`config.mk`:
```
export PLATFORM = sky130hd
export DESIGN_NAME = amc_misc_regs
export DESIGN_NICKNAME = d
export VERILOG_FILES = /design/src/design/amc_pkg.sv /design/src/design/amc_mod_clock.sv /design/src/design/amc_pin_mux.sv /design/src/design/amc_misc_regs.sv
export VERILOG_INCLUDE_DIRS = /design/src /design/src/design
export SDC_FILE = /design/constraint.sdc
export NUM_CORES = 1
export LEC_CHECK = 0
export BUFFER_PORTS_ARGS = -buffer_cell sky130_fd_sc_hd__clkbuf_2
export CAP_MARGIN = 20
export CORE_MARGIN = 3
export CORE_UTILIZATION = 60
export CTS_CLUSTER_SIZE = 16
export DETAILED_ROUTE_END_ITERATION = 10
export PLACE_DENSITY_LB_ADDON = 0.3
export SETUP_SLACK_MARGIN = 0.1
export SYNTH_ARGS = -nofsm -noshare
export SYNTH_HDL_FRONTEND = slang
export SYNTH_HIERARCHICAL = 1
export SYNTH_SLANG_ARGS = --single-unit
```
`constraint.sdc`:
```
create_clock -name sys_clk -period 4.91 [get_ports sys_clk]
set_input_delay 0.491 -clock sys_clk [delete_from_list [all_inputs] [get_ports sys_clk]]
set_output_delay 0.491 -clock sys_clk [all_outputs]
set_load 0.03 [all_outputs]
```
`src/design/amc_defines.svh`:
```
`ifndef AMC_DEFINES_SVH
`define AMC_DEFINES_SVH

// register offsets on the serial control port
`define AMC_OFS_DAC_CONFIG 8'h5d
`define AMC_OFS_PIN_DIRECTION 8'h60
`define AMC_OFS_PIN_FUNCTION 8'h61
`define AMC_OFS_DSP_BYPASS 8'h66
`define AMC_OFS_SILICON_ID 8'h67
`define AMC_OFS_POWER_STATE 8'h68
`define AMC_OFS_MUTE_STATUS 8'h69

// reset values
`define AMC_RST_DAC_CONFIG 8'hf8
`define AMC_RST_PIN_DIRECTION 1'h0
`define AMC_RST_PIN_FUNCTION 5'h00
`define AMC_RST_DSP_BYPASS 4'h0

// field positions
`define AMC_POS_PIN_DIR 0
`define AMC_POS_FIR_BYPASS 2

// multipurpose pin function codes
`define AMC_PIN_OFF 5'h00
`define AMC_PIN_MUTE_BOTH 5'h03
`define AMC_PIN_MUTE_LEFT 5'h04
`define AMC_PIN_MUTE_RIGHT 5'h05
`define AMC_PIN_CLOCK_BAD 5'h06
`define AMC_PIN_FAULT 5'h0b

// dither amplitude exponent bases (amplitude is minus 2 to the minus exponent)
`define AMC_DITHER_EXP_HI_BASE 5'd7
`define AMC_DITHER_EXP_LO_BASE 5'd13

// clock rates in hertz
`define AMC_SYS_CLK_HZ 200000000
`define AMC_MOD_FAST_HZ 6144000
`define AMC_MOD_SLOW_HZ 3072000

`endif

```
`src/design/amc_pkg.sv`:
```
package amc_pkg;

   // modulator configuration, laid out as the register byte
   typedef struct packed {
      logic slow_clk;
      logic [1:0] dither_en;
      logic [2:0] dither_level;
      logic [1:0] matching_sel;
   } amc_dac_cfg_t;

   // dsp path bypass controls
   typedef struct packed {
      logic unique_coef;
      logic fir_bypass;
      logic drc_bypass;
      logic eq_bypass;
   } amc_dsp_bypass_t;

   // live status from the rest of the device
   typedef struct packed {
      logic mute_left;
      logic mute_right;
      logic clock_error;
      logic clock_missing;
      logic fault_indication_n;
   } amc_status_t;

   // one register access from the control port slave
   typedef struct packed {
      logic wr;
      logic rd;
      logic [7:0] addr;
      logic [7:0] wdata;
   } amc_reg_req_t;

endpackage

```
`src/design/amc_mod_clock.sv`:
```
`include "amc_defines.svh"

module amc_mod_clock #(
   parameter int ACC_W = 32
) (
   input wire logic sys_clk,
   input wire logic rst_b,
   input wire logic slow_sel,
   output logic tick
);
   import amc_pkg::*;

   localparam logic [63:0] INC_FAST = (64'(`AMC_MOD_FAST_HZ) << ACC_W) / 64'(`AMC_SYS_CLK_HZ);
   localparam logic [63:0] INC_SLOW = (64'(`AMC_MOD_SLOW_HZ) << ACC_W) / 64'(`AMC_SYS_CLK_HZ);

   logic [ACC_W-1:0] acc_q;
   logic tick_q;
   logic [ACC_W-1:0] inc;
   logic [ACC_W:0] sum;

   // fractional accumulator, carry out is the modulator clock enable
   assign inc = slow_sel ? INC_SLOW[ACC_W-1:0] : INC_FAST[ACC_W-1:0];
   assign sum = {1'b0, acc_q} + {1'b0, inc};
   assign tick = tick_q;

   always_ff @(posedge sys_clk or negedge rst_b) begin
      if (!rst_b) begin
         acc_q <= '0;
         tick_q <= 1'b0;
      end else begin
         acc_q <= sum[ACC_W-1:0];
         tick_q <= sum[ACC_W];
      end
   end

   // helper: spacing between enables while the rate select holds
   logic [7:0] gap_q;
   logic valid_q;
   logic sel_q;
   always_ff @(posedge sys_clk or negedge rst_b) begin
      if (!rst_b) begin
         gap_q <= 8'h00;
         valid_q <= 1'b0;
         sel_q <= 1'b1;
      end else begin
         sel_q <= slow_sel;
         gap_q <= tick_q ? 8'h00 : gap_q + 8'h01;
         valid_q <= (sel_q != slow_sel) ? 1'b0 : (tick_q ? 1'b1 : valid_q);
      end
   end
endmodule

```
`src/design/amc_pin_mux.sv`:
```
`include "amc_defines.svh"

module amc_pin_mux (
   input wire logic sys_clk,
   input wire logic rst_b,
   input wire logic [4:0] pin_func,
   input amc_pkg::amc_status_t status,
   output logic pin_out
);
   import amc_pkg::*;

   logic sel_both;
   logic sel_left;
   logic sel_right;
   logic sel_clock;
   logic sel_fault;
   logic pin_d;
   logic pin_q;

   // function code decode, unknown and reserved codes drive low
   assign sel_both = (pin_func == `AMC_PIN_MUTE_BOTH);
   assign sel_left = (pin_func == `AMC_PIN_MUTE_LEFT);
   assign sel_right = (pin_func == `AMC_PIN_MUTE_RIGHT);
   assign sel_clock = (pin_func == `AMC_PIN_CLOCK_BAD);
   assign sel_fault = (pin_func == `AMC_PIN_FAULT);

   // flag selection, off code and reserved codes give a low pin
   assign pin_d = (sel_both & status.mute_left & status.mute_right)
      | (sel_left & status.mute_left)
      | (sel_right & status.mute_right)
      | (sel_clock & (status.clock_error | status.clock_missing))
      | (sel_fault & status.fault_indication_n);
   assign pin_out = pin_q;

   always_ff @(posedge sys_clk or negedge rst_b) begin
      if (!rst_b) begin
         pin_q <= 1'b0;
      end else begin
         pin_q <= pin_d;
      end
   end
endmodule

```
`src/design/amc_misc_regs.sv`:
```
// Notes on behaviour
// - modulator enable runs at 6.144MHz with select 0, 3.072MHz with 1; resets 1
// - dither enable: 00 none, 01 main, 10 second, 11 both; resets both
// - dither level 100..111 gives 2^-7..2^-10, 000..011 gives 2^-13..2^-16
// - element matching enabled on select 00, disabled on 11; resets 00
// - address pin is input while direction bit 0, driven output when 1
// - code 00011 drives a flag high only while both channels are muted
// - code 00100 outputs left mute flag, code 00101 right mute flag
// - code 00110 drives clock invalid: clock error or clock missing
// - code 01011 outputs the active low fault; 00111 and 01001 reserved
// - bypass bit 2 set routes audio around the 128 tap fir
// - bypass bit 1 set skips compression in left and right channels only
// - bypass bit 0 set skips equalizer biquads in left and right only
// - power state reads 0 deep sleep, 1 sleep, 2 high impedance, 3 play
`include "amc_defines.svh"

module amc_misc_regs #(
   parameter logic [7:0] SILICON_ID = 8'h5a, // arbitrary value
   parameter int ACC_W = 32
) (
   input wire logic sys_clk,
   input wire logic rst_b,
   input amc_pkg::amc_reg_req_t reg_req,
   output logic [7:0] reg_rdata,
   output logic reg_rvalid,
   input amc_pkg::amc_status_t status,
   input wire logic [7:0] power_state_code,
   input wire logic addr_pin_in,
   output logic addr_pin_out,
   output logic addr_pin_oe_b,
   output logic addr_pin_level,
   output logic mod_clk_en,
   output logic dither_main_en,
   output logic dither_second_en,
   output logic [4:0] dither_exp,
   output logic dynamic_element_matching_en,
   output amc_pkg::amc_dsp_bypass_t dsp_bypass
);
   import amc_pkg::*;

   amc_dac_cfg_t dac_q;
   logic dir_q;
   logic [4:0] func_q;
   amc_dsp_bypass_t dsp_q;
   logic [7:0] rdata_q;
   logic rvalid_q;
   logic level_q;

   logic wr_dac;
   logic wr_dir;
   logic wr_func;
   logic wr_dsp;
   logic hit_dac;
   logic hit_dir;
   logic hit_func;
   logic hit_dsp;
   logic hit_id;
   logic hit_power;
   logic hit_mute;
   logic [7:0] rd_mux;

   // address decode
   assign hit_dac = (reg_req.addr == `AMC_OFS_DAC_CONFIG);
   assign hit_dir = (reg_req.addr == `AMC_OFS_PIN_DIRECTION);
   assign hit_func = (reg_req.addr == `AMC_OFS_PIN_FUNCTION);
   assign hit_dsp = (reg_req.addr == `AMC_OFS_DSP_BYPASS);
   assign hit_id = (reg_req.addr == `AMC_OFS_SILICON_ID);
   assign hit_power = (reg_req.addr == `AMC_OFS_POWER_STATE);
   assign hit_mute = (reg_req.addr == `AMC_OFS_MUTE_STATUS);

   // write strobes, read-only offsets ignore writes
   assign wr_dac = reg_req.wr & hit_dac;
   assign wr_dir = reg_req.wr & hit_dir;
   assign wr_func = reg_req.wr & hit_func;
   assign wr_dsp = reg_req.wr & hit_dsp;

   // writable fields, held until the next write or reset
   always_ff @(posedge sys_clk or negedge rst_b) begin
      if (!rst_b) begin
         dac_q <= amc_dac_cfg_t'(`AMC_RST_DAC_CONFIG);
         dir_q <= `AMC_RST_PIN_DIRECTION;
         func_q <= `AMC_RST_PIN_FUNCTION;
         dsp_q <= amc_dsp_bypass_t'(`AMC_RST_DSP_BYPASS);
      end else begin
         if (wr_dac) begin
            dac_q <= amc_dac_cfg_t'(reg_req.wdata);
         end
         if (wr_dir) begin
            dir_q <= reg_req.wdata[`AMC_POS_PIN_DIR];
         end
         if (wr_func) begin
            func_q <= reg_req.wdata[4:0];
         end
         if (wr_dsp) begin
            dsp_q <= amc_dsp_bypass_t'(reg_req.wdata[3:0]);
         end
      end
   end

   // read data select, reserved bits and unmapped offsets read zero
   assign rd_mux = hit_dac ? dac_q
      : hit_dir ? {7'h00, dir_q}
      : hit_func ? {3'h0, func_q}
      : hit_dsp ? {4'h0, dsp_q}
      : hit_id ? SILICON_ID
      : hit_power ? power_state_code
      : hit_mute ? {6'h00, status.mute_right, status.mute_left}
      : 8'h00;

   // read answer one cycle after the request
   always_ff @(posedge sys_clk or negedge rst_b) begin
      if (!rst_b) begin
         rdata_q <= 8'h00;
         rvalid_q <= 1'b0;
      end else begin
         rvalid_q <= reg_req.rd;
         if (reg_req.rd) begin
            rdata_q <= rd_mux;
         end
      end
   end
   assign reg_rdata = rdata_q;
   assign reg_rvalid = rvalid_q;

   // modulator controls from the configuration byte
   assign dither_main_en = dac_q.dither_en[0];
   assign dither_second_en = dac_q.dither_en[1];
   assign dither_exp = dac_q.dither_level[2]
      ? `AMC_DITHER_EXP_HI_BASE + {3'h0, dac_q.dither_level[1:0]}
      : `AMC_DITHER_EXP_LO_BASE + {3'h0, dac_q.dither_level[1:0]};
   assign dynamic_element_matching_en = (dac_q.matching_sel == 2'b00);
   assign dsp_bypass = dsp_q;

   // modulator clock enable generator
   amc_mod_clock #(
      .ACC_W(ACC_W)
   ) u_mod_clock (
      .sys_clk(sys_clk),
      .rst_b(rst_b),
      .slow_sel(dac_q.slow_clk),
      .tick(mod_clk_en)
   );

   // multipurpose pin flag selection
   amc_pin_mux u_pin_mux (
      .sys_clk(sys_clk),
      .rst_b(rst_b),
      .pin_func(func_q),
      .status(status),
      .pin_out(addr_pin_out)
   );

   // pin direction, enable is low while the pin is driven
   assign addr_pin_oe_b = ~dir_q;

   // pin level is sampled only while the pin is an input
   always_ff @(posedge sys_clk or negedge rst_b) begin
      if (!rst_b) begin
         level_q <= 1'b0;
      end else if (!dir_q) begin
         level_q <= addr_pin_in;
      end
   end
   assign addr_pin_level = level_q;
endmodule

```
Yosys cells after proc, flatten, opt, wreduce, memory -nomap -nowiden. Cells that the tools add are included.

Input port bits: 34. Logic and storage cells: 57. Output and inout bits: 25. Register bits: 62.

Equal/unequal tests: 12. Bitwise logic cells: 16. Reductions and logical operators: 1. Multiplexer cells: 9. Add/sub/neg operators: 3.

Operator list (count): 8-bit by 7-bit equality test with 1-bit output (second input constant) (7); 8-bit 2-to-1 mux (6); 32-bit by 32-bit adder with 33-bit output (1); 27-bit 2-to-1 mux (1); 5-bit by 3-bit equality test with 1-bit output (second input constant) (3); 1-bit AND (10); 4-bit by 2-bit adder with 5-bit output (first input constant) (1); 5-bit by 2-bit equality test with 1-bit output (second input constant) (1); 5-bit by 4-bit equality test with 1-bit output (second input constant) (1); 5-bit 2-to-1 mux (1); 1-bit OR (5); 3-bit by 2-bit adder with 4-bit output (first input constant) (1); 2-bit zero test (1); 2-bit 2-to-1 mux (1); 1-bit inverter (1).

Logic depth before layout (Yosys ltp). Gate-level depths: netlist (run 1).

Depth in word-level cells: 8. Depth in mapped cells: 8. Depth with buffers taken out: 8.

By module. The synthesis (run 1) kept the hierarchy.

By module, submodules not included: amc_mod_clock (cells each 176, area each 1904.3 um2, times used 1); amc_misc_regs (cells each 140, area each 1525.2 um2, times used 1); amc_pin_mux (cells each 11, area each 97.6 um2, times used 1).

Least setup slack after synthesis (run 1). No wires, ideal clock.

Path type: reg2reg. From: register dac_q[7] in the netlist's numbering. To: register u_mod_clock.acc_q[19]. Setup time: 0.123 ns. Path slack: 2.525 ns. Buffers on the path: 0. Period minus slack after synthesis: 2.385 ns. Data arrival time: 2.261 ns. Required time: 4.787 ns. Cell stages (with the launch flop): 9. Cells stage by stage: dfstp_2 -> inv_1 -> ha_1 -> a21oi_4 -> o21ai_4 -> a21oi_4 -> o21ai_2 -> a2111o_1 -> xnor2_1.

Word-level cells in the longest chain between the ends: 2.

Ends and longest elaborated chain: start, declared (RTL line amc_misc_regs.sv:41) `amc_dac_cfg_t dac_q;`; start signal, assigned (RTL line amc_misc_regs.sv:80) `` dac_q <= amc_dac_cfg_t'(`AMC_RST_DAC_CONFIG); ``; start signal, assigned (RTL line amc_misc_regs.sv:86) `dac_q <= amc_dac_cfg_t'(reg_req.wdata);`; 27-bit 2-to-1 mux (RTL line amc_mod_clock.sv:22) `assign inc = slow_sel ? INC_SLOW[ACC_W-1:0] : INC_FAST[ACC_W-1:0];`; 32-bit by 32-bit adder with 33-bit output (RTL line amc_mod_clock.sv:23) `assign sum = {1'b0, acc_q} + {1'b0, inc};`; named net u_mod_clock.sum[19] (RTL line amc_mod_clock.sv:19) `logic [ACC_W:0] sum;`; end signal, assigned (RTL line amc_mod_clock.sv:31) `acc_q <= sum[ACC_W-1:0];`; end, declared (RTL line amc_mod_clock.sv:16) `logic [ACC_W-1:0] acc_q;`.

The timed path passes the listed nets, and every way through them passes these cells. A chain may end at the register's enable or synchronous reset.

Worst setup path in the final report (run 1).
From: register dac_q[7] in the netlist's numbering. To: register u_mod_clock.acc_q[23].

Same word-level chain as after synthesis.

==> flow_metrics.tcl, run 1 <==
set metrics [dict create \
    initial_core_util_pct 62.9 \
    wirelength_um 7820 \
    grt_pass1_wl_um 12500 \
    critPathLaunchType "flop" \
    stdcell_area_mm2 0.00410 \
    synth_area_mm2 0.00353 \
    globalRouteOverflowTotal 0 \
    synth-seq-area-share_pct 44.2 \
    yosysMostFrequentCell "dfrtp_1" \
    synth_mux_area_share_pct 6.39 \
    vias_per_cell 6.16 \
    placed_area_mm2 0.00388 \
    drv_slew 0 \
    grt_pass1_vias 2663 \
    holdWs_ns 0.306 \
    yosysWarnings 6 \
    ios 59 \
    routabilityCongestion 0.885 \
    wl_per_cell_um 16.7 \
    drt_iter0_markers 198 \
    drive_gt1_share_pct 29.5 \
    ys_types 69 \
    cts_tree "yes" \
    worstSetupEndpointType "flop" \
    finalCritPeriodShare_pct 55.3 \
    cts_made_buffers 9 \
    synthTopCellsByCount "dfrtp_1 (57), mux2_2 (20), nor2_1 (20)" \
    crit_required_ns 5.12 \
    synth_compound_area_share_pct 16.6 \
    ant_nets 0 \
    synthFlopType "dfrtp_1" \
    num_rows 27 \
    ctsResizeCount 0 \
    drv_cap 0 \
    synth_top_family_by_area "simple AND/OR/NAND/NOR gates" \
    p_leak_uw 0.00189 \
    clock_latency_ns 0.34 \
    setup_violations 0 \
    yosys.area.top_type "dfrtp_1" \
    async_reset_ff_share_pct 100 \
    clk_path_buf_depth 2 \
    drc_errors 0 \
    clkTransAtPathRegs_ns 0.08 \
    syn_avg_cell_area_um2 10.8 \
    r2r-start "dac_q[7]" \
    syn_inst 327 \
    p_per_area_mw_per_mm2 519 \
    fin_skew_ns 0.0123 \
    cts_hold_buffers 0 \
    finalHoldViolations 0 \
    dieArea_mm2 0.00683 \
    path_class "reg -> reg" \
    core_mm2 0.00561 \
    area_delta_synth_final_pct 16.3 \
    synth_simple_gate_area_share_pct 17.0 \
    clkSinkCount 62 \
    synth_seq_cells 62 \
    status "complete, no violations" \
    cp.arrival_ns 2.93 \
    htree_num_levels 3 \
    dpl.hpwl_um 5680 \
    fmax_mhz 369 \
    synth_adder_area_share_pct 5.89 \
    period_needed_ns 2.71 \
    hold_class "in -> async" \
    fillCellCount 411 \
    io_buffers 58 \
    post_cts_buffers 0 \
    rsz0062_at_grt "no" \
    synth_xor_area_share_pct 7.20 \
    dr.pass1.iters 5 \
    synthTopCellsByArea "dfrtp_1 (40%), mux2_2 (6.4%), ha_1 (5.3%), xnor2_1 (4.0%), dfstp_2 (3.7%)" \
    cts_root_buf "clkbuf_8" \
    die_w_um 82.7 \
    critPathLaunch "dac_q[7]" \
    grt_max_degree 63 \
    slew_headroom_pct 49.6 \
    finalSetupTns_ns 0 \
    synth.net_count 377 \
    die_y_um 82.7 \
    yosysTopAreaCellShare_pct 40.4 \
    layout.cells.non_filler 468 \
    antenna_found_initial 0 \
    worst_pin_slew_ns 0.745 \
    dp.cells 452 \
    vias 2885 \
    grt_use_total_pct 24.6 \
    synth-edff-count 0 \
    antenna_cells 0 \
    final_nets 441 \
    ir_worst_vdd_uv 312 \
    worstPathMaxFanout 10 \
]
## layer usage
layer | global-route usage (%) | share of wire, % | up-vias
met2 | 40.3 | 49 | 127
met5 | 0 | 0 | -
met1 | 30.7 | 42 | 1394
met3 | 6.51 | 7.1 | 20
met4 | 10.6 | 2.2 | 0
li1 | - | - | 1344
## stage by stage
step / total power (µW) / utilization [%] / setup slack (ns)
detailed placement: 1630 / 69.2 / 2.24
global route: 2280 / 73.2 / 2.02
floorplan: 1430 / - / 2.53
CTS: 2140 / 73.2 / 2.22
finish: 2130 / 73.2 / 2.20
global placement: 1590 / 69.2 / 2.36
## state kept, by name, indices dropped and copies added, names as in the netlist, 4 cells and up
register and cells:
dac_q 6, reg_rdata 8, u_mod_clock/acc_q 32, func_q 5, dsp_bypass 4
## logic make-up after synthesis
kind of cell    Yosys count
simple gates             98
compound gates           80
flops                    62
xor+xnor                 29
buf+inv                  22
mux                      20
fa+ha+maj                16
## worst max-delay path, stage by stage (launching register included)
cell and delay, ns:
dfstp_2 0.67, inv_1 0.22, ha_1 0.42, nand2_1 0.14
nor4_1 0.56, nand2_1 0.13, nor2_1 0.22, nor4_2 0.08
xor2_1 0.14
## report_power, final
part           leakage [µW]  internal [µW]  switching, µW
Sequential         0.000756            669            135
Clock              0.000108            298            200
Combinational       0.00102            361            467
## placed cells by master, fill, tap and decap left out, drive strengths merged, types with 8 or more instances in the layout
cell type / Yosys / routed
mux2: 20 / 20
ha: 15 / 15
o21ai: 13 / 13
dfrtp: 57 / 57
a31oi: 10 / 10
nor2: 21 / 21
a21o: 8 / 8
xnor2: 16 / 16
clkbuf: 2 / 68
a211oi: 8 / 8
nand3: 10 / 10
inv: 16 / 16
a21oi: 18 / 18
nand2: 19 / 19
xor2: 13 / 13
## area by class of cell
type                            count  area (µm²)  share of cell area, %
Timing Repair Buffer               59         298                   7.26
Clock inverter                      6        85.1                   2.07
Multi-Input combinational cell    243        1870                   45.7
Sequential cell                    62        1560                   38.0
Clock buffer                       10         138                   3.35
Tap cell                           72        90.1                   2.20
Inverter                           16        60.1                   1.46
## final timing paths
path,endpoint,slack (ns),cells past startpoint
setup / recovery,u_mod_clock/acc_q[23],2.20,8
hold / removal,reg_rdata[4],0.31,2
setup reg to reg,u_mod_clock/acc_q[23],2.20,8
hold reg to reg,u_mod_clock/acc_q[0],0.47,1
max in group asynchronous,u_mod_clock/acc_q[25],4.10,2
min in group sys_clk,dac_q[7],0.38,2
No activity file was read; power rests on OpenSTA's default activity.
==> inputs of run 2 (changes only) <==
--- a/config.mk
+++ b/config.mk
@@ -9,7 +9,7 @@
 export BUFFER_PORTS_ARGS = -buffer_cell sky130_fd_sc_hd__clkbuf_2
 export CAP_MARGIN = 20
 export CORE_MARGIN = 3
-export CORE_UTILIZATION = 60
+export CORE_UTILIZATION = 51
 export CTS_CLUSTER_SIZE = 16
 export DETAILED_ROUTE_END_ITERATION = 10
 export PLACE_DENSITY_LB_ADDON = 0.3
==> constraint.sdc (replaced) <==
create_clock -name sys_clk -period 2.4 [get_ports sys_clk]
set_input_delay 0.24 -clock sys_clk [delete_from_list [all_inputs] [get_ports sys_clk]]
set_output_delay 0.24 -clock sys_clk [all_outputs]
set_load 0.03 [all_outputs]
==> run 2 against run 1 <==
Against the previous run: die area increased by 16%; worst hold slack got worse by 0.17 ns; cell count increased by 4.5%; via count decreased by 0.90%; largest cell class unchanged.
==> flow_metrics.tcl, run 2 (synthesis gave the netlist of run 1 again) <==
set metrics [dict create \
    p_comb_share_pct 44.2 \
    core_mm2 0.00653 \
    area_delta_synth_final_pct 22.6 \
    drive_gt1_share_pct 35.4 \
    worst_pin_slew_ns 0.528 \
    die_y_um 89.2 \
    antenna_found_initial 0 \
    r2r-start "dac_q[7]" \
    ios 59 \
    min_from "reg_req[5]" \
    hold_class "in -> reg" \
    finalSetupTns_ns 0 \
    met3_usage_pct 4.52 \
    clk_path_buf_depth 2 \
    drv_slew 0 \
    r2r-end "u_mod_clock/acc_q[19]" \
    finalCritPeriodShare_pct 97.6 \
    wirelength_um 8350 \
    cts_tree "yes" \
    p_switching_uw 1750 \
    fin_skew_ns 0.00567 \
    grt_pass1_vias 2809 \
    p_clk_share_pct 19.0 \
    p_leak_uw 0.00198 \
    drt_iter0_markers 116 \
    grt_pass1_wl_um 13200 \
    initial_core_util_pct 54.0 \
    dp.cells 462 \
    critPathLaunchType "flop" \
    power.internal_uw 2730 \
    layout.cells.non_filler 489 \
    worstPathMaxFanout 7 \
    clock_latency_ns 0.34 \
    setup_violations 0 \
    vias_per_cell 5.85 \
    antenna_cells 0 \
    dpl.hpwl_um 5810 \
    grt_max_degree 62 \
    largest_reg_flops 32 \
    ant_nets 0 \
    status "complete, no violations" \
    num_rows 29 \
    clkTransAtPathRegs_ns 0.07 \
    holdWs_ns 0.137 \
    crit_required_ns 2.62 \
    io_buffers 58 \
    final_common_cell "clkbuf_2" \
    grt_use_total_pct 21.8 \
    vias 2859 \
    power_frac_seq_pct 36.8 \
    min_to "dither_main_en" \
    fin_util_pct 66.2 \
    wl_per_cell_um 17.1 \
    hold_path_depth 2 \
    path_class "reg -> reg" \
    use_met2_pct 36.6 \
    cp.arrival_ns 2.57 \
    clkSinkCount 62 \
    reg2reg_depth 7 \
    top_register "u_mod_clock/acc_q" \
    p_sw_share_pct 39.1 \
    cts_root_buf "clkbuf_8" \
    stdcell_area_mm2 0.00432 \
    grt_use_met1_pct 27.2 \
    busiest_layer "met2" \
    drc_errors 0 \
    setup.reg_to_reg.worst_slack_ns 0.06 \
    final_cell_mix "clkbuf_2 (58), dfrtp_1 (57), mux2_2 (20), nor2_1 (19), nand2_1 (18)" \
    dr.pass1.iters 5 \
    finalHoldViolations 0 \
    htree_num_levels 3 \
    final_nets 457 \
    worstSetupEndpointType "flop" \
    globalRouteOverflowTotal 0 \
    dieArea_mm2 0.00795 \
    cts_made_buffers 9 \
    fmax_mhz 427 \
    slew_headroom_pct 64.7 \
    drv_cap 0 \
    ir_worst_vdd_uv 799 \
    die_w_um 89.2 \
    routabilityCongestion 0.938 \
    period_needed_ns 2.34 \
    placed_area_mm2 0.00397 \
    p_per_area_mw_per_mm2 1040 \
    rsz0062_at_grt "yes" \
]
==> run 2: changes by cell type in the layout (fill, tap and decap cells not counted), moves of 2 or more <==
cell / previous run / this run
buf_12: 0 / 2
o2111ai_2: 0 / 2
ha_4: 0 / 2
o2111ai_1: 2 / 0
a21oi_1: 16 / 14
ha_1: 15 / 13
a21oi_2: 0 / 2
bufinv_16: 2 / 0
buf_4: 1 / 14
clkbuf_8: 10 / 12
==> run 2: worst max path at each step <==
stage	startpoint	endpoint	cells after the start
final	dac_q[7]	u_mod_clock/acc_q[19]	7
after global routing	dac_q[7]	u_mod_clock/acc_q[19]	7
after CTS	dac_q[7]	u_mod_clock/acc_q[23]	8
after detailed placement	dac_q[7]	u_mod_clock/acc_q[23]	8
after global placement	dac_q[7]	u_mod_clock/acc_q[20]	8
after floorplan	dac_q[7]	u_mod_clock/acc_q[19]	8
==> run 2: power groups by stage <==
stage	sequential (µW)	combinational [µW]	clock (µW)
2_1_floorplan	1620	1340	0
3_3_place_gp	1640	1670	0
3_5_place_dp	1650	1730	0
4_1_cts	1640	1800	876
5_1_grt	1690	2180	921
6_report	1650	1980	852
==> run 2: per-stage QoR <==
step	total power, µW	worst slack, ns
2_1_floorplan	2960	0.142
3_3_place_gp	3310	0.0487
3_5_place_dp	3370	-0.0349
4_1_cts	4320	0.0167
5_1_grt	4780	0.0159
6_report	4480	0.0586
==> run 2: what timing repair did <==
item | in CTS | in global routing
endpoints found under the setup margin | 11 | 15
pin swaps | 7 | 11
hold buffers | 1 | 0
endpoints found under the hold margin | 57 | 0
gates resized for setup | 7 | 10
buffers inserted | 4 | 6
==> run 2: routing by layer <==
metal | part of all wire (%) | wire length (µm)
met3 | 5.3 | 445
met2 | 48 | 4040
met1 | 44 | 3650
met5 | 0 | 0
met4 | 2.5 | 209
==> run 2: cell type report <==
| class | count | area (µm²) |
|---|---|---|
| Timing Repair Buffer | 75 | 445 |
| Sequential cell | 62 | 1560 |
| Fill cell | 507 | 2210 |
| Tap cell | 77 | 96.3 |
| Clock buffer | 13 | 169 |
| Inverter | 16 | 65.1 |
| Clock inverter | 3 | 17.5 |
| Multi-Input combinational cell | 243 | 1970 |
==> run 2: critical path, stage by stage (launching register included) <==
cell      delay, ns
dfstp_2        0.61
inv_6          0.08
ha_4           0.26
a21o_1         0.22
a21oi_1        0.39
o21ai_4        0.14
a2111o_1       0.40
xnor2_1        0.13
==> inputs of run 3 (changes only) <==
--- a/config.mk
+++ b/config.mk
@@ -8,11 +8,12 @@
 export LEC_CHECK = 0
 export BUFFER_PORTS_ARGS = -buffer_cell sky130_fd_sc_hd__clkbuf_2
 export CAP_MARGIN = 20
-export CORE_MARGIN = 3
+export CORE_MARGIN = 2
 export CORE_UTILIZATION = 51
 export CTS_CLUSTER_SIZE = 16
 export DETAILED_ROUTE_END_ITERATION = 10
 export PLACE_DENSITY_LB_ADDON = 0.3
+export RECOVER_POWER = 100
 export SETUP_SLACK_MARGIN = 0.1
 export SYNTH_ARGS = -nofsm -noshare
 export SYNTH_HDL_FRONTEND = slang
==> constraint.sdc (replaced) <==
create_clock -name sys_clk -period 2.4 [get_ports sys_clk]
set_input_delay 0.12 -clock sys_clk [delete_from_list [all_inputs] [get_ports sys_clk]]
set_output_delay 0.12 -clock sys_clk [all_outputs]
set_load 0.03 [all_outputs]
==> run 3 against run 2 <==
Against the previous run: critical path type unchanged; sequential share of layout area about the same; largest power group unchanged; clock-buffer cell count fell by 1; highest routed layer unchanged; final area is 0.12% lower; setup slack better by 0.048 ns; clock power is 31% higher; largest cell class unchanged; combinational power hardly changed; die area fell by 4.4%.
==> flow_metrics.tcl, run 3 (synthesis gave the netlist of run 1 again) <==
set metrics [dict create \
    status "complete, no violations" \
    power_uw 4730 \
    worstSetupEndpointType "flop" \
    cts_root_buf "clkbuf_8" \
    antenna_cells 0 \
    p_leak_uw 0.00188 \
    critPathBufInv 1 \
    core_mm2 0.00676 \
    ir_worst_vdd_uv 761 \
    period_needed_ns 2.29 \
    drc_errors 0 \
    critPathTopFamily "simple AND/OR/NAND/NOR gates" \
    vias_per_cell 5.85 \
    grt_max_degree 31 \
    path_class "reg -> reg" \
    dieArea_mm2 0.00760 \
    cp.arrival_ns 2.55 \
    num_rows 30 \
    fin_skew_ns 0.0103 \
    ant_nets 0 \
    grt_use_total_pct 23.3 \
    fmax_mhz 436 \
    dp.cells 466 \
    antenna_found_initial 0 \
    setup_violations 0 \
    p_per_area_mw_per_mm2 1090 \
    clkSinkCount 62 \
    vias 2874 \
    top_register "u_mod_clock/acc_q" \
    finalCritPeriodShare_pct 95.6 \
    layout_setup_ws_ns 0.107 \
    crit_required_ns 2.66 \
    hold_class "in -> reg" \
    max_stage_delay_ns 0.59 \
    fin_util_pct 63.9 \
    cp_slowest_cell "dfstp_2" \
    final_cell_mix "dfrtp_1 (57), clkbuf_1 (34), clkbuf_2 (29), mux2_2 (20), nor2_1 (19)" \
    dpl.hpwl_um 5800 \
    cts_tree "yes" \
    rsz0062_at_grt "yes" \
    critPathLaunchType "flop" \
    largest_reg_flops 32 \
    finalHoldViolations 0 \
    cts_made_buffers 9 \
    drv_slew 0 \
    worst_pin_slew_ns 1.13 \
    initial_core_util_pct 52.2 \
    die_y_um 87.2 \
    final_common_cell "dfrtp_1" \
    layout.cells.non_filler 491 \
    slew_headroom_pct 24.8 \
    io_buffers 58 \
    clk_path_buf_depth 2 \
    globalRouteOverflowTotal 0 \
    die_w_um 87.2 \
    final_nets 456 \
    crit_chain "inv_4, ha_1, and4_4, a21o_1, a31oi_4, nor2_1, nor4_2, xor2_1" \
    grt_pass1_vias 2833 \
    htree_num_levels 3 \
    area_delta_synth_final_pct 22.5 \
    routabilityCongestion 0.970 \
    ios 59 \
    wirelength_um 8210 \
    worstPathMaxFanout 7 \
    place_ws_ns 0.0539 \
    dr.pass1.iters 4 \
    grt_pass1_wl_um 13600 \
    clock_latency_ns 0.34 \
    clkTransAtPathRegs_ns 0.07 \
    drive_gt1_share_pct 27.0 \
    drv_cap 0 \
    wl_per_cell_um 16.7 \
    drt_iter0_markers 141 \
]
==> run 3: cell types whose count changed in the layout (fill, tap and decap cells not counted), moves of 2 or more <==
| cell | delta |
|---|---|
| buf_12 | -2 |
| buf_4 | -5 |
| bufinv_16 | +3 |
| clkbuf_1 | +33 |
| clkbuf_2 | -29 |
| clkbuf_8 | -2 |
| dfstp_1 | +2 |
| dfstp_2 | -2 |
| nand2_2 | +2 |
==> run 3: per-layer routing <==
layer / wire (µm) / GRT usage, % / up-vias
li1: - / - / 1371
met1: 3540 / 29.3 / 1393
met2: 4100 / 39.9 / 95
met3: 395 / 4.27 / 15
met4: 174 / 9.09 / 0
met5: 0 / 0 / -
==> run 3: worst paths after layout <==
check	endpoint	slack, ns	cells past startpoint	from
max	u_mod_clock/acc_q[23]	0.11	8	dac_q[7]
max in group asynchronous	u_pin_mux/pin_out	0.53	3	rst_b
min	dither_second_en	0.02	2	reg_req[6]
min reg2reg	u_mod_clock/acc_q[31]	0.47	1	u_mod_clock/acc_q[31]
max reg2reg	u_mod_clock/acc_q[23]	0.11	8	dac_q[7]
min in group asynchronous	reg_rdata[6]	0.52	2	rst_b
==> run 3: layout make-up <==
type / count / area, µm²
Fill cell: 546 / 2440
Clock inverter: 4 / 95.1
Clock buffer: 12 / 145
Tap cell: 80 / 100
Multi-Input combinational cell: 243 / 1990
Inverter: 16 / 62.6
Sequential cell: 62 / 1560
Timing Repair Buffer: 74 / 372
==> run 3: power by group <==
group / total, µW / switching (µW) / internal [µW]
registers: 1640 / 272 / 1370
clock network: 1120 / 398 / 718
logic: 1970 / 1090 / 877
==> run 3: per-stage QoR <==
stage	hold slack (ns)	area (µm²)	TNS (ns)
floorplan	-0.176	3540	0
global placement	0.130	3960	0
detailed placement	0.138	3960	0
CTS	0.00595	4290	0
global route	0.0129	4320	-0.0144
finish	0.0213	4320	0
==> run 3: what timing repair did <==
item | CTS | global route
pin swaps | 5 | 6
endpoints found under the setup margin | 6 | 14
hold buffers | 2 | 0
endpoints found under the hold margin | 17 | 0
gates cloned | 0 | 0
resized for setup | 6 | 20
setup buffers | 5 | 2
